File: config.mk
export PLATFORM = sky130hd
export DESIGN_NAME = prc_power_removal
export DESIGN_NICKNAME = d
export VERILOG_FILES = /design/src/shared/prc_pkg.sv /design/src/verilog/prc_in_filter.sv /design/src/verilog/prc_led.sv /design/src/verilog/prc_power_removal.sv
export SDC_FILE = /design/constraint.sdc
export NUM_CORES = 1
export LEC_CHECK = 0
export BUFFER_PORTS_ARGS = -buffer_cell sky130_fd_sc_hd__buf_2
export CORE_ASPECT_RATIO = 0.6
export CORE_MARGIN = 5
export CORE_UTILIZATION = 51
export DETAILED_ROUTE_END_ITERATION = 8
export PLACE_DENSITY = 0.72
export SYNTH_ARGS = -nofsm -noshare
export SYNTH_HDL_FRONTEND = slang
export SYNTH_HIERARCHICAL = 1
export SYNTH_SLANG_ARGS = --single-unit
File: constraint.sdc
create_clock -name ref_clk -period 6.78 [get_ports ref_clk]
set_input_delay 1.695 -clock ref_clk [delete_from_list [all_inputs] [get_ports ref_clk]]
set_output_delay 1.695 -clock ref_clk [all_outputs]
set_load 0.005 [all_outputs]
File: src/shared/prc_pkg.sv
// Behaviour
// - both shutoff inputs off: enter power removal, cut inverter drive, no excitation
// - power removal, alarm mode 0: latched monitor on, ready outputs off, green blinks
// - power removal status reached within 15 ms of both inputs going off
// - both inputs back on: leave power removal, release cutoff, stay non-excited
// - mode 0: excitation returns only on restore input while master commands excitation
// - successful restore: monitor off, ready and brake outputs on, green steady
// - one input back on alone never releases power removal
// - feedback output on only when both inputs off
// - exactly one input off: feedback off, motor non-excited
// - restore judgment: 1 acts on rising edge, 2 on level, default 1
// - either-input-off monitor on while at least one input is off
// - mode 0: latched monitor set on any input off, cleared after restore
// - alarm mode: 0 no alarm, 1 alarm on input off, default 0
// - both-inputs-off monitor on while both inputs are off
// - mode 1: input off raises alarm 68h, red led blinks once per cycle
// - mode 1: excitation returns only on alarm-clear rising edge after release
// - brake holds during power removal, releases when excitation restored
// - alarm 53h when second input goes off later than the dual-check delay
package prc_pkg;
    localparam int unsigned CLK_HZ = 200_000_000;
    localparam int unsigned MS_TIME_US = 1000;
    localparam int unsigned MS_CYCLES = MS_TIME_US * (CLK_HZ / 1_000_000);
    localparam int unsigned DEB_TIME_US = 1000;
    localparam int unsigned DEB_CYCLES = DEB_TIME_US * (CLK_HZ / 1_000_000);
    localparam int unsigned PR_ENTRY_MAX_MS = 15;
    localparam int unsigned LED_STEP_MS = 250;
    localparam int ADDR_W = 17;
    localparam logic [15:0] IDX_ALARM_MODE = 16'h4190;
    localparam logic [15:0] IDX_DUAL_DELAY = 16'h4191;
    localparam logic [15:0] IDX_RESTORE_JUDGE = 16'h4199;
    localparam logic [15:0] IDX_STATUS = 16'h41A0;
    localparam logic [15:0] IDX_ALARM_CODE = 16'h41A1;
    localparam logic [7:0] RST_ALARM_MODE = 8'h00;
    localparam logic [7:0] RST_DUAL_DELAY = 8'h00;
    localparam logic [7:0] RST_RESTORE_JUDGE = 8'h01;
    localparam logic [7:0] MODE_NO_ALARM = 8'h00;
    localparam logic [7:0] MODE_ALARM = 8'h01;
    localparam logic [7:0] JUDGE_EDGE = 8'h01;
    localparam logic [7:0] JUDGE_LEVEL = 8'h02;
    localparam logic [7:0] DUAL_MIN_MS = 8'h0B;
    localparam logic [7:0] DUAL_MAX_MS = 8'h64;
    localparam logic [7:0] ALM_NONE = 8'h00;
    localparam logic [7:0] ALM_INPUT_OFF = 8'h68;
    localparam logic [7:0] ALM_DUAL_CHECK = 8'h53;
    localparam int ST_PR = 0;
    localparam int ST_BLOCK = 1;
    localparam int ST_EXCITE = 2;
    localparam int ST_IN_A = 3;
    localparam int ST_IN_B = 4;
    localparam int ST_ALARM = 5;
    typedef enum logic [1:0] {
        LED_GREEN_ON,
        LED_GREEN_BLINK,
        LED_RED_ONE,
        LED_RED_TWO
    } prc_led_e;
endpackage

File: src/verilog/prc_in_filter.sv
module prc_in_filter #(
    parameter int N = 4,
    parameter int unsigned DEB_CYCLES = prc_pkg::DEB_CYCLES
) (
    input wire logic ref_clk,
    input wire logic rst,
    input wire logic [N-1:0] raw,
    output logic [N-1:0] clean
);
    typedef struct packed {
        logic s1;
        logic s2;
        logic s3;
        logic out;
        logic [31:0] cnt;
    } prc_flt_s;

    // first stage feeds only the second; agreement of stages two and three counts
    for (genvar i = 0; i < N; i++) begin : g_bit
        prc_flt_s q, d;
        always_comb begin
            d = q;
            d.s1 = raw[i];
            d.s2 = q.s1;
            d.s3 = q.s2;
            if (q.s2 == q.s3 && q.s3 != q.out) begin
                if (q.cnt >= 32'(DEB_CYCLES - 1)) begin
                    d.out = q.s3;
                    d.cnt = 32'h0000_0000;
                end else begin
                    d.cnt = q.cnt + 32'h0000_0001;
                end
            end else begin
                d.cnt = 32'h0000_0000;
            end
        end
        // inputs start as off so a fresh start always waits for a restore
        always_ff @(posedge ref_clk or posedge rst) begin
            if (rst) begin
                q <= '0;
            end else begin
                q <= d;
            end
        end
        assign clean[i] = q.out;
    end
endmodule // prc_in_filter

File: src/verilog/prc_led.sv
module prc_led (
    input wire logic ref_clk,
    input wire logic rst,
    input wire logic ms_tick,
    input wire prc_pkg::prc_led_e pattern,
    output logic led_green,
    output logic led_red
);
    typedef struct packed {
        logic [15:0] step;
        logic [2:0] phase;
        logic green;
        logic red;
    } prc_led_s;

    prc_led_s q, d;

    always_comb begin
        d = q;
        if (ms_tick) begin
            if (q.step >= 16'(prc_pkg::LED_STEP_MS - 1)) begin
                d.step = 16'h0000;
                d.phase = q.phase + 3'h1;
            end else begin
                d.step = q.step + 16'h0001;
            end
        end
        case (pattern)
            prc_pkg::LED_GREEN_ON: begin
                d.green = 1'b1;
                d.red = 1'b0;
            end
            prc_pkg::LED_GREEN_BLINK: begin
                d.green = ~q.phase[0];
                d.red = 1'b0;
            end
            prc_pkg::LED_RED_ONE: begin
                d.green = 1'b0;
                d.red = (q.phase == 3'h0);
            end
            prc_pkg::LED_RED_TWO: begin
                d.green = 1'b0;
                d.red = (q.phase == 3'h0) || (q.phase == 3'h2);
            end
            default: begin
                d.green = 1'b0;
                d.red = 1'b0;
            end
        endcase
    end

    always_ff @(posedge ref_clk or posedge rst) begin
        if (rst) begin
            q <= '0;
        end else begin
            q <= d;
        end
    end

    assign led_green = q.green;
    assign led_red = q.red;
endmodule // prc_led

File: src/verilog/prc_power_removal.sv
module prc_power_removal #(
    parameter int unsigned MS_CYCLES = prc_pkg::MS_CYCLES,
    parameter int unsigned DEB_CYCLES = prc_pkg::DEB_CYCLES
) (
    input wire logic ref_clk,
    input wire logic rst,

    input wire logic psel,
    input wire logic penable,
    input wire logic pwrite,
    input wire logic [prc_pkg::ADDR_W-1:0] paddr,
    input wire logic [31:0] pwdata,
    output logic [31:0] prdata,
    output logic pready,
    output logic pslverr,

    input wire logic shutoff_in_a,
    input wire logic shutoff_in_b,
    input wire logic excitation_restore_in,
    input wire logic alarm_clear_in,
    input wire logic excitation_cmd_in,

    output logic inverter_drive_enable,
    output logic motor_excite_out,
    output logic shutoff_feedback_out,
    output logic shutoff_latched_monitor,
    output logic command_ready_out,
    output logic ready_out,
    output logic pulse_ready_out,
    output logic brake_control_out,
    output logic either_input_off_monitor,
    output logic both_inputs_off_monitor,

    output logic power_alarm_led_green,
    output logic power_alarm_led_red,
    output logic alarm_active_out,
    output logic [7:0] alarm_code_out
);
    typedef struct packed {
        logic [7:0] mode;
        logic [7:0] judge;
        logic [7:0] dual;

        logic [31:0] prdata;
        logic pready;
        logic pslverr;

        logic [31:0] ms_cnt;
        logic ms_tick;
        logic [7:0] dual_ms;

        logic pr_status;
        logic block;
        logic [7:0] alarm;
        logic restore_prev;
        logic clear_prev;

        logic inv_en;
        logic excite;
        logic feedback;
        logic latched;
        logic rdy;
        logic cmd_ready;
        logic pulse_ready;
        logic brake;
        logic alm_act;
        logic any_off;
        logic both_off;
        prc_pkg::prc_led_e led_pat;
    } prc_top_s;

    prc_top_s q, d;
    logic [3:0] clean;
    logic in_a_on;
    logic in_b_on;
    logic restore_on;
    logic clear_on;

    // all four pins pass the same filter, so none outruns another
    prc_in_filter #(
        .N(4),
        .DEB_CYCLES(DEB_CYCLES)
    ) u_filter (
        .ref_clk(ref_clk),
        .rst(rst),
        .raw({alarm_clear_in, excitation_restore_in, shutoff_in_b, shutoff_in_a}),
        .clean(clean)
    );

    assign in_a_on = clean[0];
    assign in_b_on = clean[1];
    assign restore_on = clean[2];
    assign clear_on = clean[3];

    prc_led u_led (
        .ref_clk(ref_clk),
        .rst(rst),
        .ms_tick(q.ms_tick),
        .pattern(q.led_pat),
        .led_green(power_alarm_led_green),
        .led_red(power_alarm_led_red)
    );

    always_comb begin
        logic sel_mode;
        logic sel_dual;
        logic sel_judge;
        logic sel_status;
        logic sel_alarm;
        logic aligned;
        logic wr_ok;
        logic [7:0] wbyte;
        logic both_on;
        logic any_off;
        logic both_off;
        logic one_off;
        logic restore_hit;
        logic clear_rise;
        logic ready;
        logic [31:0] status;

        sel_mode = 1'b0;
        sel_dual = 1'b0;
        sel_judge = 1'b0;
        sel_status = 1'b0;
        sel_alarm = 1'b0;
        aligned = 1'b0;
        wr_ok = 1'b0;
        wbyte = 8'h00;
        both_on = 1'b0;
        any_off = 1'b0;
        both_off = 1'b0;
        one_off = 1'b0;
        restore_hit = 1'b0;
        clear_rise = 1'b0;
        ready = 1'b0;
        status = 32'h0000_0000;
        d = q;

        // millisecond time base for the dual-check timer and the led
        // one shared tick keeps the led and the dual timer in step
        d.ms_tick = 1'b0;
        if (q.ms_cnt >= 32'(MS_CYCLES - 1)) begin
            d.ms_cnt = 32'h0000_0000;
            d.ms_tick = 1'b1;
        end else begin
            d.ms_cnt = q.ms_cnt + 32'h0000_0001;
        end

        // input combinations
        both_on = in_a_on && in_b_on;
        both_off = !in_a_on && !in_b_on;
        any_off = !both_on;
        one_off = any_off && !both_off;
        d.any_off = any_off;
        d.both_off = both_off;
        d.feedback = both_off;

        // power removal status follows the pair, never a single input
        if (both_off) begin
            d.pr_status = 1'b1;
        end else if (both_on) begin
            d.pr_status = 1'b0;
        end
        // inverter drive is cut while in power removal status
        d.inv_en = !d.pr_status;

        // restore input detection
        d.restore_prev = restore_on;
        d.clear_prev = clear_on;
        clear_rise = clear_on && !q.clear_prev;
        if (q.judge == prc_pkg::JUDGE_LEVEL) begin
            restore_hit = restore_on;
        end else begin
            restore_hit = restore_on && !q.restore_prev;
        end

        // block latch: any input off holds off excitation until a restore
        // in mode 1 the restore input is ignored; only the clear edge re-arms
        if (any_off) begin
            d.block = 1'b1;
        end else if (q.mode == prc_pkg::MODE_ALARM) begin
            if (clear_rise && !q.pr_status) begin
                d.block = 1'b0;
            end
        end else if (!q.pr_status && q.alarm == prc_pkg::ALM_NONE) begin
            if (restore_hit && excitation_cmd_in) begin
                d.block = 1'b0;
            end
        end

        // dual-check timer runs only while exactly one input is off
        // it saturates so a long single-off spell never wraps back to zero
        if (one_off) begin
            if (q.ms_tick && q.dual_ms != 8'hFF) begin
                d.dual_ms = q.dual_ms + 8'h01;
            end
        end else begin
            d.dual_ms = 8'h00;
        end

        // alarms: the setting event wins over a clear in the same cycle
        if (one_off && q.dual >= prc_pkg::DUAL_MIN_MS && q.dual_ms > q.dual) begin
            d.alarm = prc_pkg::ALM_DUAL_CHECK;
        end else if (any_off && q.mode == prc_pkg::MODE_ALARM) begin
            if (q.alarm == prc_pkg::ALM_NONE) begin
                d.alarm = prc_pkg::ALM_INPUT_OFF;
            end
        end else if (both_on && clear_rise && !q.pr_status) begin
            d.alarm = prc_pkg::ALM_NONE;
        end

        // output levels, all registered
        ready = !d.block && both_on && d.alarm == prc_pkg::ALM_NONE;
        // one flop per pin, so no output is a fan-out of another
        d.rdy = ready;
        d.cmd_ready = ready;
        d.pulse_ready = ready;
        // brake released only with excitation ready; held otherwise
        d.brake = ready;
        // the alarm pin gets its own flop rather than a decode of the code
        d.alm_act = d.alarm != prc_pkg::ALM_NONE;
        // the command is same-clock logic and needs no pin filter
        d.excite = ready && excitation_cmd_in;
        d.latched = d.block && q.mode == prc_pkg::MODE_NO_ALARM;

        // led pattern, alarms first
        if (d.alarm == prc_pkg::ALM_DUAL_CHECK) begin
            d.led_pat = prc_pkg::LED_RED_TWO;
        end else if (d.alarm == prc_pkg::ALM_INPUT_OFF) begin
            d.led_pat = prc_pkg::LED_RED_ONE;
        end else if (d.pr_status && q.mode == prc_pkg::MODE_NO_ALARM) begin
            d.led_pat = prc_pkg::LED_GREEN_BLINK;
        end else begin
            d.led_pat = prc_pkg::LED_GREEN_ON;
        end

        // status word
        // inputs shown are the filtered levels that the logic acts on
        status[prc_pkg::ST_PR] = q.pr_status;
        status[prc_pkg::ST_BLOCK] = q.block;
        status[prc_pkg::ST_EXCITE] = q.excite;
        status[prc_pkg::ST_IN_A] = in_a_on;
        status[prc_pkg::ST_IN_B] = in_b_on;
        status[prc_pkg::ST_ALARM] = (q.alarm != prc_pkg::ALM_NONE);

        // register decode, word index is the byte address over four
        aligned = (paddr[1:0] == 2'h0);
        sel_mode = aligned && {1'b0, paddr[16:2]} == prc_pkg::IDX_ALARM_MODE;
        sel_dual = aligned && {1'b0, paddr[16:2]} == prc_pkg::IDX_DUAL_DELAY;
        sel_judge = aligned && {1'b0, paddr[16:2]} == prc_pkg::IDX_RESTORE_JUDGE;
        sel_status = aligned && {1'b0, paddr[16:2]} == prc_pkg::IDX_STATUS;
        sel_alarm = aligned && {1'b0, paddr[16:2]} == prc_pkg::IDX_ALARM_CODE;

        wbyte = pwdata[7:0];
        // out-of-range settings are refused rather than clipped
        if (sel_mode) begin
            wr_ok = (pwdata[31:8] == 24'h000000) && wbyte <= prc_pkg::MODE_ALARM;
        end else if (sel_judge) begin
            wr_ok = (pwdata[31:8] == 24'h000000)
                && (wbyte == prc_pkg::JUDGE_EDGE || wbyte == prc_pkg::JUDGE_LEVEL);
        end else if (sel_dual) begin
            wr_ok = (pwdata[31:8] == 24'h000000) && wbyte <= prc_pkg::DUAL_MAX_MS;
        end

        // setup cycle prepares the answer; the access edge commits it
        // pready rises one cycle after setup and stands exactly one cycle
        if (psel && !penable && !q.pready) begin
            d.pready = 1'b1;
            d.prdata = 32'h0000_0000;
            d.pslverr = 1'b0;
            if (pwrite) begin
                d.pslverr = !wr_ok;
            end else if (sel_mode) begin
                d.prdata = {24'h000000, q.mode};
            end else if (sel_dual) begin
                d.prdata = {24'h000000, q.dual};
            end else if (sel_judge) begin
                d.prdata = {24'h000000, q.judge};
            end else if (sel_status) begin
                d.prdata = status;
            end else if (sel_alarm) begin
                d.prdata = {24'h000000, q.alarm};
            end else begin
                d.pslverr = 1'b1;
            end
        end else if (psel && penable && q.pready) begin
            d.pready = 1'b0;
            d.pslverr = 1'b0;
            // a write refused in setup leaves every setting untouched
            if (pwrite && !q.pslverr) begin
                if (sel_mode) begin
                    d.mode = wbyte;
                end else if (sel_dual) begin
                    d.dual = wbyte;
                end else if (sel_judge) begin
                    d.judge = wbyte;
                end
            end
        end else begin
            d.pready = 1'b0;
            d.pslverr = 1'b0;
        end
    end

    always_ff @(posedge ref_clk or posedge rst) begin
        if (rst) begin
            q <= '0;
            q.mode <= prc_pkg::RST_ALARM_MODE;
            q.judge <= prc_pkg::RST_RESTORE_JUDGE;
            q.dual <= prc_pkg::RST_DUAL_DELAY;
            // the block starts latched, so power-up always needs a restore
            q.pr_status <= 1'b1;
            q.block <= 1'b1;
            q.any_off <= 1'b1;
            q.both_off <= 1'b1;
            q.feedback <= 1'b1;
            q.latched <= 1'b1;
            q.alarm <= prc_pkg::ALM_NONE;
            q.led_pat <= prc_pkg::LED_GREEN_BLINK;
        end else begin
            q <= d;
        end
    end

    assign prdata = q.prdata;
    assign pready = q.pready;
    assign pslverr = q.pslverr;

    assign inverter_drive_enable = q.inv_en;
    assign motor_excite_out = q.excite;
    assign shutoff_feedback_out = q.feedback;
    assign shutoff_latched_monitor = q.latched;
    assign command_ready_out = q.cmd_ready;
    assign ready_out = q.rdy;
    assign pulse_ready_out = q.pulse_ready;
    assign brake_control_out = q.brake;
    assign either_input_off_monitor = q.any_off;
    assign both_inputs_off_monitor = q.both_off;
    assign alarm_active_out = q.alm_act;
    assign alarm_code_out = q.alarm;
endmodule // prc_power_removal

## After elaboration in Yosys (flattened, before gate mapping)

Index checks and enable logic that the tools add are counted.

- Add/subtract/negate cells: 8
- Order comparisons: 10
- Equal/unequal tests: 25
- Multiplexer cells: 45
- Bitwise logic cells: 4
- Reductions and logical operators: 68

Operators with widths:

| cell | count |
|---|---|
| $mux 32 | 9 |
| $add 32x1->32 const B | 5 |
| $ge 32x18->1 const B | 5 |
| $mux 8 | 12 |
| $eq 15x15->1 const B | 5 |
| $logic_and 1x1->1 | 36 |
| $logic_not 24->1 | 1 |
| $logic_not 8->1 | 3 |
| $mux 1 | 19 |
| $add 16x1->16 const B | 1 |
| $eq 8x1->1 const B | 2 |
| $eq 8x2->1 const B | 2 |
| $eq 8x7->1 const B | 2 |
| $ge 16x8->1 const B | 1 |
| $mux 16 | 1 |
| $reduce_bool 8->1 | 2 |
| $logic_not 1->1 | 13 |
| $reduce_and 2->1 | 5 |
| $add 8x1->8 const B | 1 |
| $ge 8x4->1 const B | 1 |
| $gt 8x8->1 | 1 |
| $le 8x1->1 const B | 1 |
| $le 8x7->1 const B | 1 |
| $ne 8x8->1 const B | 1 |
| 16 further kinds | 30 |

- Register bits: 285
- Input port bits: 59

## Longest topological paths before layout

Gate-level depths: netlist of the first run.

- Word-level depth: 12
- Mapped depth: 8
- Gate-level depth less buffers: 7

## By module

The synthesis of the first run kept the hierarchy.

By module, submodules not included:

| module | instances | cells an instance | area each (µm²) |
|---|---|---|---|
| prc_in_filter | 1 | 503 | 5836.8 |
| prc_power_removal | 1 | 467 | 4911.0 |
| prc_led | 1 | 99 | 1043.5 |

## Least setup slack after synthesis of the first run

Ideal clock, no wire load.

- Kind: in2reg
- Start: in paddr[12] in the netlist's numbering
- End: reg q[100] in the netlist's numbering
- Data arrival time: 3.219 ns
- Setup slack: 3.436 ns
- Cell stages on the path: 5
- Path through: nor4b_2 and4_4 nand3_2 nor4_4 mux2_2

- Longest elaborated chain between the ends: 4
- Elaborated cells on any way between the ends: 6
- Classes of those cells: eq/ne (2); bitwise (1); reduce/logical (3)

Ends and longest elaborated chain:

| what | line | RTL |
|---|---|---|
| start: declaration | prc_power_removal.sv:11 | `input wire logic [prc_pkg::ADDR_W-1:0] paddr,` |
| $eq 15x15->1 | prc_power_removal.sv:249 | `sel_mode = aligned && {1'b0, paddr[16:2]} == prc_pkg::IDX_ALARM_MODE;` |
| $logic_and 1x1->1 | prc_power_removal.sv:249 |  |
| $not 1->1 (no source line) | n/a |  |
| $reduce_and 5->1 (no source line) (*) | n/a |  |
| end: declaration | prc_power_removal.sv:72 | `prc_top_s q, d;` |

Every way passes the cells marked *; elsewhere a longest branch is shown, timed or not.
A chain may end at the register's enable or synchronous reset.

## Final worst setup path of the first run

- Start: in paddr[1] in the netlist's numbering
- End: reg q[105] in the netlist's numbering

- Longest elaborated chain between the ends: 4
- Elaborated cells on any way between the ends: 5
- Classes of those cells: bitwise (1); reduce/logical (4)

Ends and longest elaborated chain:

| what | line | RTL |
|---|---|---|
| $logic_not 2->1 (*) | prc_power_removal.sv:248 | `aligned = (paddr[1:0] == 2'h0);` |
| $logic_and 1x1->1 | prc_power_removal.sv:249 |  |
| $not 1->1 (no source line) | n/a |  |
| $reduce_and 5->1 (no source line) (*) | n/a |  |

Marked as above.

==> metrics, run 1 <==
largest family of logic cells by synthesized area simple AND/OR/NAND/NOR gates; HP Class register to register; Mean Syn Cell Area 11.0 sq um; Routed Antenna Nets 0; crit-path max FO 8; vias in the first global route 7,378; mapped cell area 11,800 sq um; max_cap viols 0; commonest non-fill, non-tap cell in the layout dfrtp_1; Initial Util 51.4%; Critical Path End Type register; DR pass1 iterations 7; initial antenna violation count 0; PwrDens 246 nW/um^2; Vias 7,875; CP delay by family, top simple AND/OR/NAND/NOR gates; # setup viols final 0; Nets 1,297; WP depth 6; crit start category input port; setup slack after layout 3590 ps; Slew HR 39.7%; Via density 5.08; # IOs 114; clock tree root driver cell clkbuf_16; simple-gate area share of the yosys netlist 19.9%; status finished, final reports clean; PostCTS Resize Cnt 0; FFs w/ async S/R, synth 100%; Area growth, synth to finish 13.7%; # hold bufs at CTS 0; die area 26,400 sq um; Inserted Clock Buffers 25; ratio of cells with drive above 1 in the final layout 17.0%; Mapped Cells 1,069; Critical Path RT 7190 ps; Ys Warns 6; synthesized flop and latch total 261; peak supply drop 204 uV; Worst Path Arrival 3590 ps; GRT Overall Usage 17.0%; Avg WL per Cell 14.4 um; CP peak stage delay 560 ps; EDFF count, synth 0; Register-to-Register Path Depth 5; setup tns final 0 ps; final WL 22.2 mm; Hold Path Depth 0; Tcrit/Tclk final 47.0%; Post-Synth XOR/XNOR Area 7.13%; worst-path cell chain buf_2 > nor4_2 > and4_4 > nand3_2 > nor4_4 > mux2_2; crit path max-delay cell type nor4_4; shortest period the worst path allows 3190 ps; Worst-Skew Late Latency 540 ps; GRT Residual Overflow 0; commonest non-fill, non-tap cells in the layout dfrtp_1 (254), nor2_1 (135), conb_1 (94); Yosys cell types 69; adder-cell area share of the yosys netlist 2.33%; Leak 6.02 nW; # DRC 0; number of port buffers 89; first-pass GRT wire length 37.2 mm; diode count 0; dpl cell area 12,500 sq um; crit path kind input port to register; CTS sink cnt 261; Placer Congestion 0.883; pin count of the biggest net entering global routing 95; Max Freq 314 MHz; CTS max path bufs 3; Core Box Area 22,900 sq um; post-synthesis compound-gate area fraction 6.29%; post-synthesis mux area share 3.58%; Buf+Inv Stages, Crit Path 1; Clock transition at path regs 60 ps; final non-filler cell total 1,549; H-tree level count 1; CTS tree built; RSZ-0062 raised after global routing false; die height 128 um; Post-Place Cells 1,504; setup bufs post-CTS 0; Site Rows 43; Top FF cell, synth dfrtp_1; sequential fraction of the synthesis area 55.5%; worst slack, placed 3050 ps; Clock Skews 25.3 ps; Die X 206 um; Fin. Hold Viols 0; Pins Over Slew Limit 0; HPWL Detailed 15.6 mm; Finished Cell Area 13,400 sq um; Worst Tran Pin Value 905 ps; DR iter-0 viols 583
==> cell families after synthesis <==
| group | Yosys count |
|---|---|
| flip-flops | 261 |
| AO/OA/AOI/OAI | 104 |
| multiplexers | 38 |
| buffers and inverters | 104 |
| other | 2 |
| adder cells (fa/ha/maj) | 22 |
| AND/OR/NAND/NOR | 442 |
| XOR/XNOR | 96 |
==> per-layer routing <==
layer / routed length, um / GRT usage (%)
met1: 11400 / 27.7
met2: 9230 / 23.4
met3: 1270 / 3.39
met4: 382 / 3.32
met5: 0 / 0
==> cells in the mapped netlist (4+ instances only) <==
cell type  instances  area [sq um]
a211oi_1           5          37.5
a21oi_1           14          70.1
a221oi_1           6          52.6
a31oi_1            6          37.5
and2_1            13          81.3
and3_1            24           150
and4_1             8          70.1
buf_2              5          25.0
buf_4             49           368
clkbuf_1           7          26.3
dfrtp_1          254          6360
dfstp_2            7           184
ha_1              22           275
inv_1             38           143
mux2_2            29           327
mux2i_1            8          80.1
nand2_1           78           293
nand2b_1           4          25.0
nand3_1           44           220
nand3b_1           4          30.0
nand4_1           33           206
nor2_1           135           507
nor2_4             8          90.1
nor2b_1            4          25.0
nor3_1            12          60.1
nor3b_1            9          67.6
nor4_1            37           231
nor4_2             5          62.6
o211a_1            5          50.1
o211ai_1           4          30.0
o21a_1             5          37.5
o21ai_0           33           165
xnor2_1           48           420
xor2_1            48           420
==> report_power, final <==
group	total (mW)	internal [mW]	switching, mW
combinational	0.183	0.0710	0.112
sequential	1.67	1.62	0.0536
clock	1.44	0.860	0.578
==> cell type report <==
cell class,count,area (sq um)
sequential,261,6540
fill,1936,9510
multi-input combinational,796,4980
timing repair buffer,93,475
clock buffer,36,727
clock inverter,9,130
inverter,39,154
tap,315,394
==> per-stage QoR <==
step	total power, mW	hold slack (ps)	util [%]
after detailed placement	1.89	336	54.7
after global placement	1.88	337	54.7
after global routing	3.43	363	58.5
after CTS	3.34	351	58.5
final	3.30	349	58.5
after floorplan	1.83	331	-
==> flip-flops by register name (all words and copies together), names as in the netlist, 4 cells and up <==
name              cells
prdata                8
u_led/q              19
u_filter/g_bit.d      8
q                    71
u_filter/g_bit.q    132
u_filter/clean        4
alarm_code_out        8
==> path summary, 6_finish.rpt <==
path                                           end  slack [ps]                    start
max                                         q[105]        3590                 paddr[1]
min                        u_filter/g_bit[2].d[33]         350  u_filter/g_bit[2].d[34]
max reg2reg                       motor_excite_out        4400                   q[120]
min reg2reg                u_filter/g_bit[2].d[33]         350  u_filter/g_bit[2].d[34]
max in group asynchronous  u_filter/g_bit[2].q[14]        4230                      rst
min in group asynchronous        alarm_code_out[1]        1160                      rst
No activity file was read; power rests on OpenSTA's default activity.
==> run 2: changes to the inputs <==
PLACE_DENSITY = 0.75   (was 0.72)
clock period = 2.9 ns   (was 6.78 ns; I/O delays follow)
==> run 2 against run 1 <==
Net effect:
- die area unchanged
- first-iteration DRC count decreased by 1.0%
- global-route usage about the same
- sequential share of layout area decreased by 0.24 points
- setup slack got worse by 2900 ps
- sequential cell count unchanged
- critical path depth increased by 1
- clock power increased by 130%
- non-clock buffer count increased by 8
==> metrics, run 2 (synthesis gave the netlist of run 1 again) <==
Site Rows 43; shortest period the worst path allows 2200 ps; worst hold slack 296 ps; setup tns final 0 ps; final non-filler cell total 1,556; # hold bufs at CTS 0; Slew HR 45.4%; largest reg by FF count u_filter/g_bit.q; clock tree root driver cell clkbuf_16; Critical Path End Type register; die height 128 um; PwrDens 568 nW/um^2; HP Class input port to asynchronous set/reset pin; Clock transition at path regs 70 ps; FF-to-FF End q[40]; Via density 5.09; status finished, final reports clean; pin count of the biggest net entering global routing 60; Clock Skews 8.56 ps; number of flip-flops in the largest register 132; GRT Residual Overflow 0; Worst Tran Pin Value 816 ps; Vias 7,914; # setup viols final 0; r2r startpoint q[34]; DR pass1 iterations 7; Fillers 1,921; Core Box Area 22,900 sq um; flop-to-flop setup slack 700 ps; GRT Overall Usage 17.0%; initial antenna violation count 0; Leak 6.04 nW; Critical Path RT 3310 ps; first-pass GRT wire length 37.2 mm; crit start category register; H-tree level count 1; Tcrit/Tclk final 75.8%; crit path max-delay cell type o21ai_1; die area 26,400 sq um; number of port buffers 89; Fin. Hold Viols 0; commonest non-fill, non-tap cells in the layout dfrtp_1 (254), nor2_1 (135), conb_1 (94); ratio of cells with drive above 1 in the final layout 17.3%; Register-to-Register Path Depth 7; Routed Antenna Nets 0; # IOs 114; CTS max path bufs 3; CTS sink cnt 261; crit path kind register to register; final WL 22.4 mm; Die X 206 um; global-route track usage on met2 23.3%; Area growth, synth to finish 14.3%; busiest grt layer met1; Pins Over Slew Limit 0; Avg WL per Cell 14.4 um; peak supply drop 486 uV; RSZ-0062 raised after global routing false; max_cap viols 0; CTS tree built; vias in the first global route 7,467; Nets 1,304; crit-path max FO 10; diode count 0; Buf+Inv Stages, Crit Path 1; top flop regs u_filter/g_bit.q (132), q (71), u_led/q (19); DR iter-0 viols 577; Initial Util 51.4%; Post-Place Cells 1,512; setup bufs post-CTS 0; CP delay by family, top compound AO/OA/AOI/OAI gates; GRT met3 Usage 3.49%; worst-path cell chain ha_1 > and4_1 > a211o_1 > a21oi_1 > o21ai_1 > buf_4 > nor2_1; Max Freq 455 MHz; Inserted Clock Buffers 24; Worst-Skew Late Latency 520 ps; CP peak stage delay 570 ps; GR Util met1 27.9%; Worst Path Arrival 2610 ps; HPWL Detailed 16.1 mm; PostCTS Resize Cnt 0; # DRC 0; commonest non-fill, non-tap cell in the layout dfrtp_1; Placer Congestion 0.894
[run 2: changes by cell type in the layout (fill, tap and decap cells not counted), moves of 2 or more]
cell        before  now
clkinvlp_4       1    3
buf_12           0    2
buf_4            4   10
inv_6            2    0
clkbuf_8         6    4
clkbuf_1         5    7
[run 2: through the flow]
stage                     instance area, sq um  util, %  total power, mW  setup WS, ps
final                                    13500     58.8             7.65           703
after global routing                     13500     58.8             8.00           537
after CTS                                13500     58.8             7.76           686
after detailed placement                 12600     55.1             4.42           303
after global placement                   12600     55.1             4.40           321
after floorplan                          12100        -             4.27           370
[run 2: worst max-delay path by stage]
stage | startpoint | endpoint | slack (ps) | cells past startpoint
floorplan | rst | u_filter/clean[0] | 370 | 1
global placement | paddr[1] | q[112] | 320 | 6
detailed placement | paddr[1] | q[112] | 300 | 6
CTS | q[34] | q[40] | 690 | 7
global route | q[34] | q[40] | 540 | 7
finish | q[34] | q[40] | 700 | 7
[run 2: area by class of cell]
| class | instances | area [sq um] | area share, % |
|---|---|---|---|
| inverters | 39 | 154 | 1.14 |
| multi-input cells | 796 | 4980 | 37.0 |
| clock buffers | 36 | 707 | 5.25 |
| clock inverters | 8 | 133 | 0.984 |
| repair buffers | 101 | 561 | 4.16 |
| well taps | 315 | 394 | 2.93 |
| flip-flops and latches | 261 | 6540 | 48.5 |
[run 2: per-layer routing]
layer  share of wire, %  routed length, um
met5                  0                  0
met4                1.3                296
met3                6.1               1380
met2                 42               9310
met1                 51              11400
[run 2: power breakdown]
part	internal, mW	switching, mW	total [mW]
Clock	1.97	1.34	3.30
Combinational	0.173	0.267	0.440
Sequential	3.79	0.122	3.91
Total	5.93	1.73	7.65
[run 2: worst reg2reg max path: stages, from the launching register on]
cell and delay, ps:
dfrtp_1 370, ha_1 220, and4_1 310, a211o_1 160, a21oi_1 90, o21ai_1 570, buf_4 290, nor2_1 70
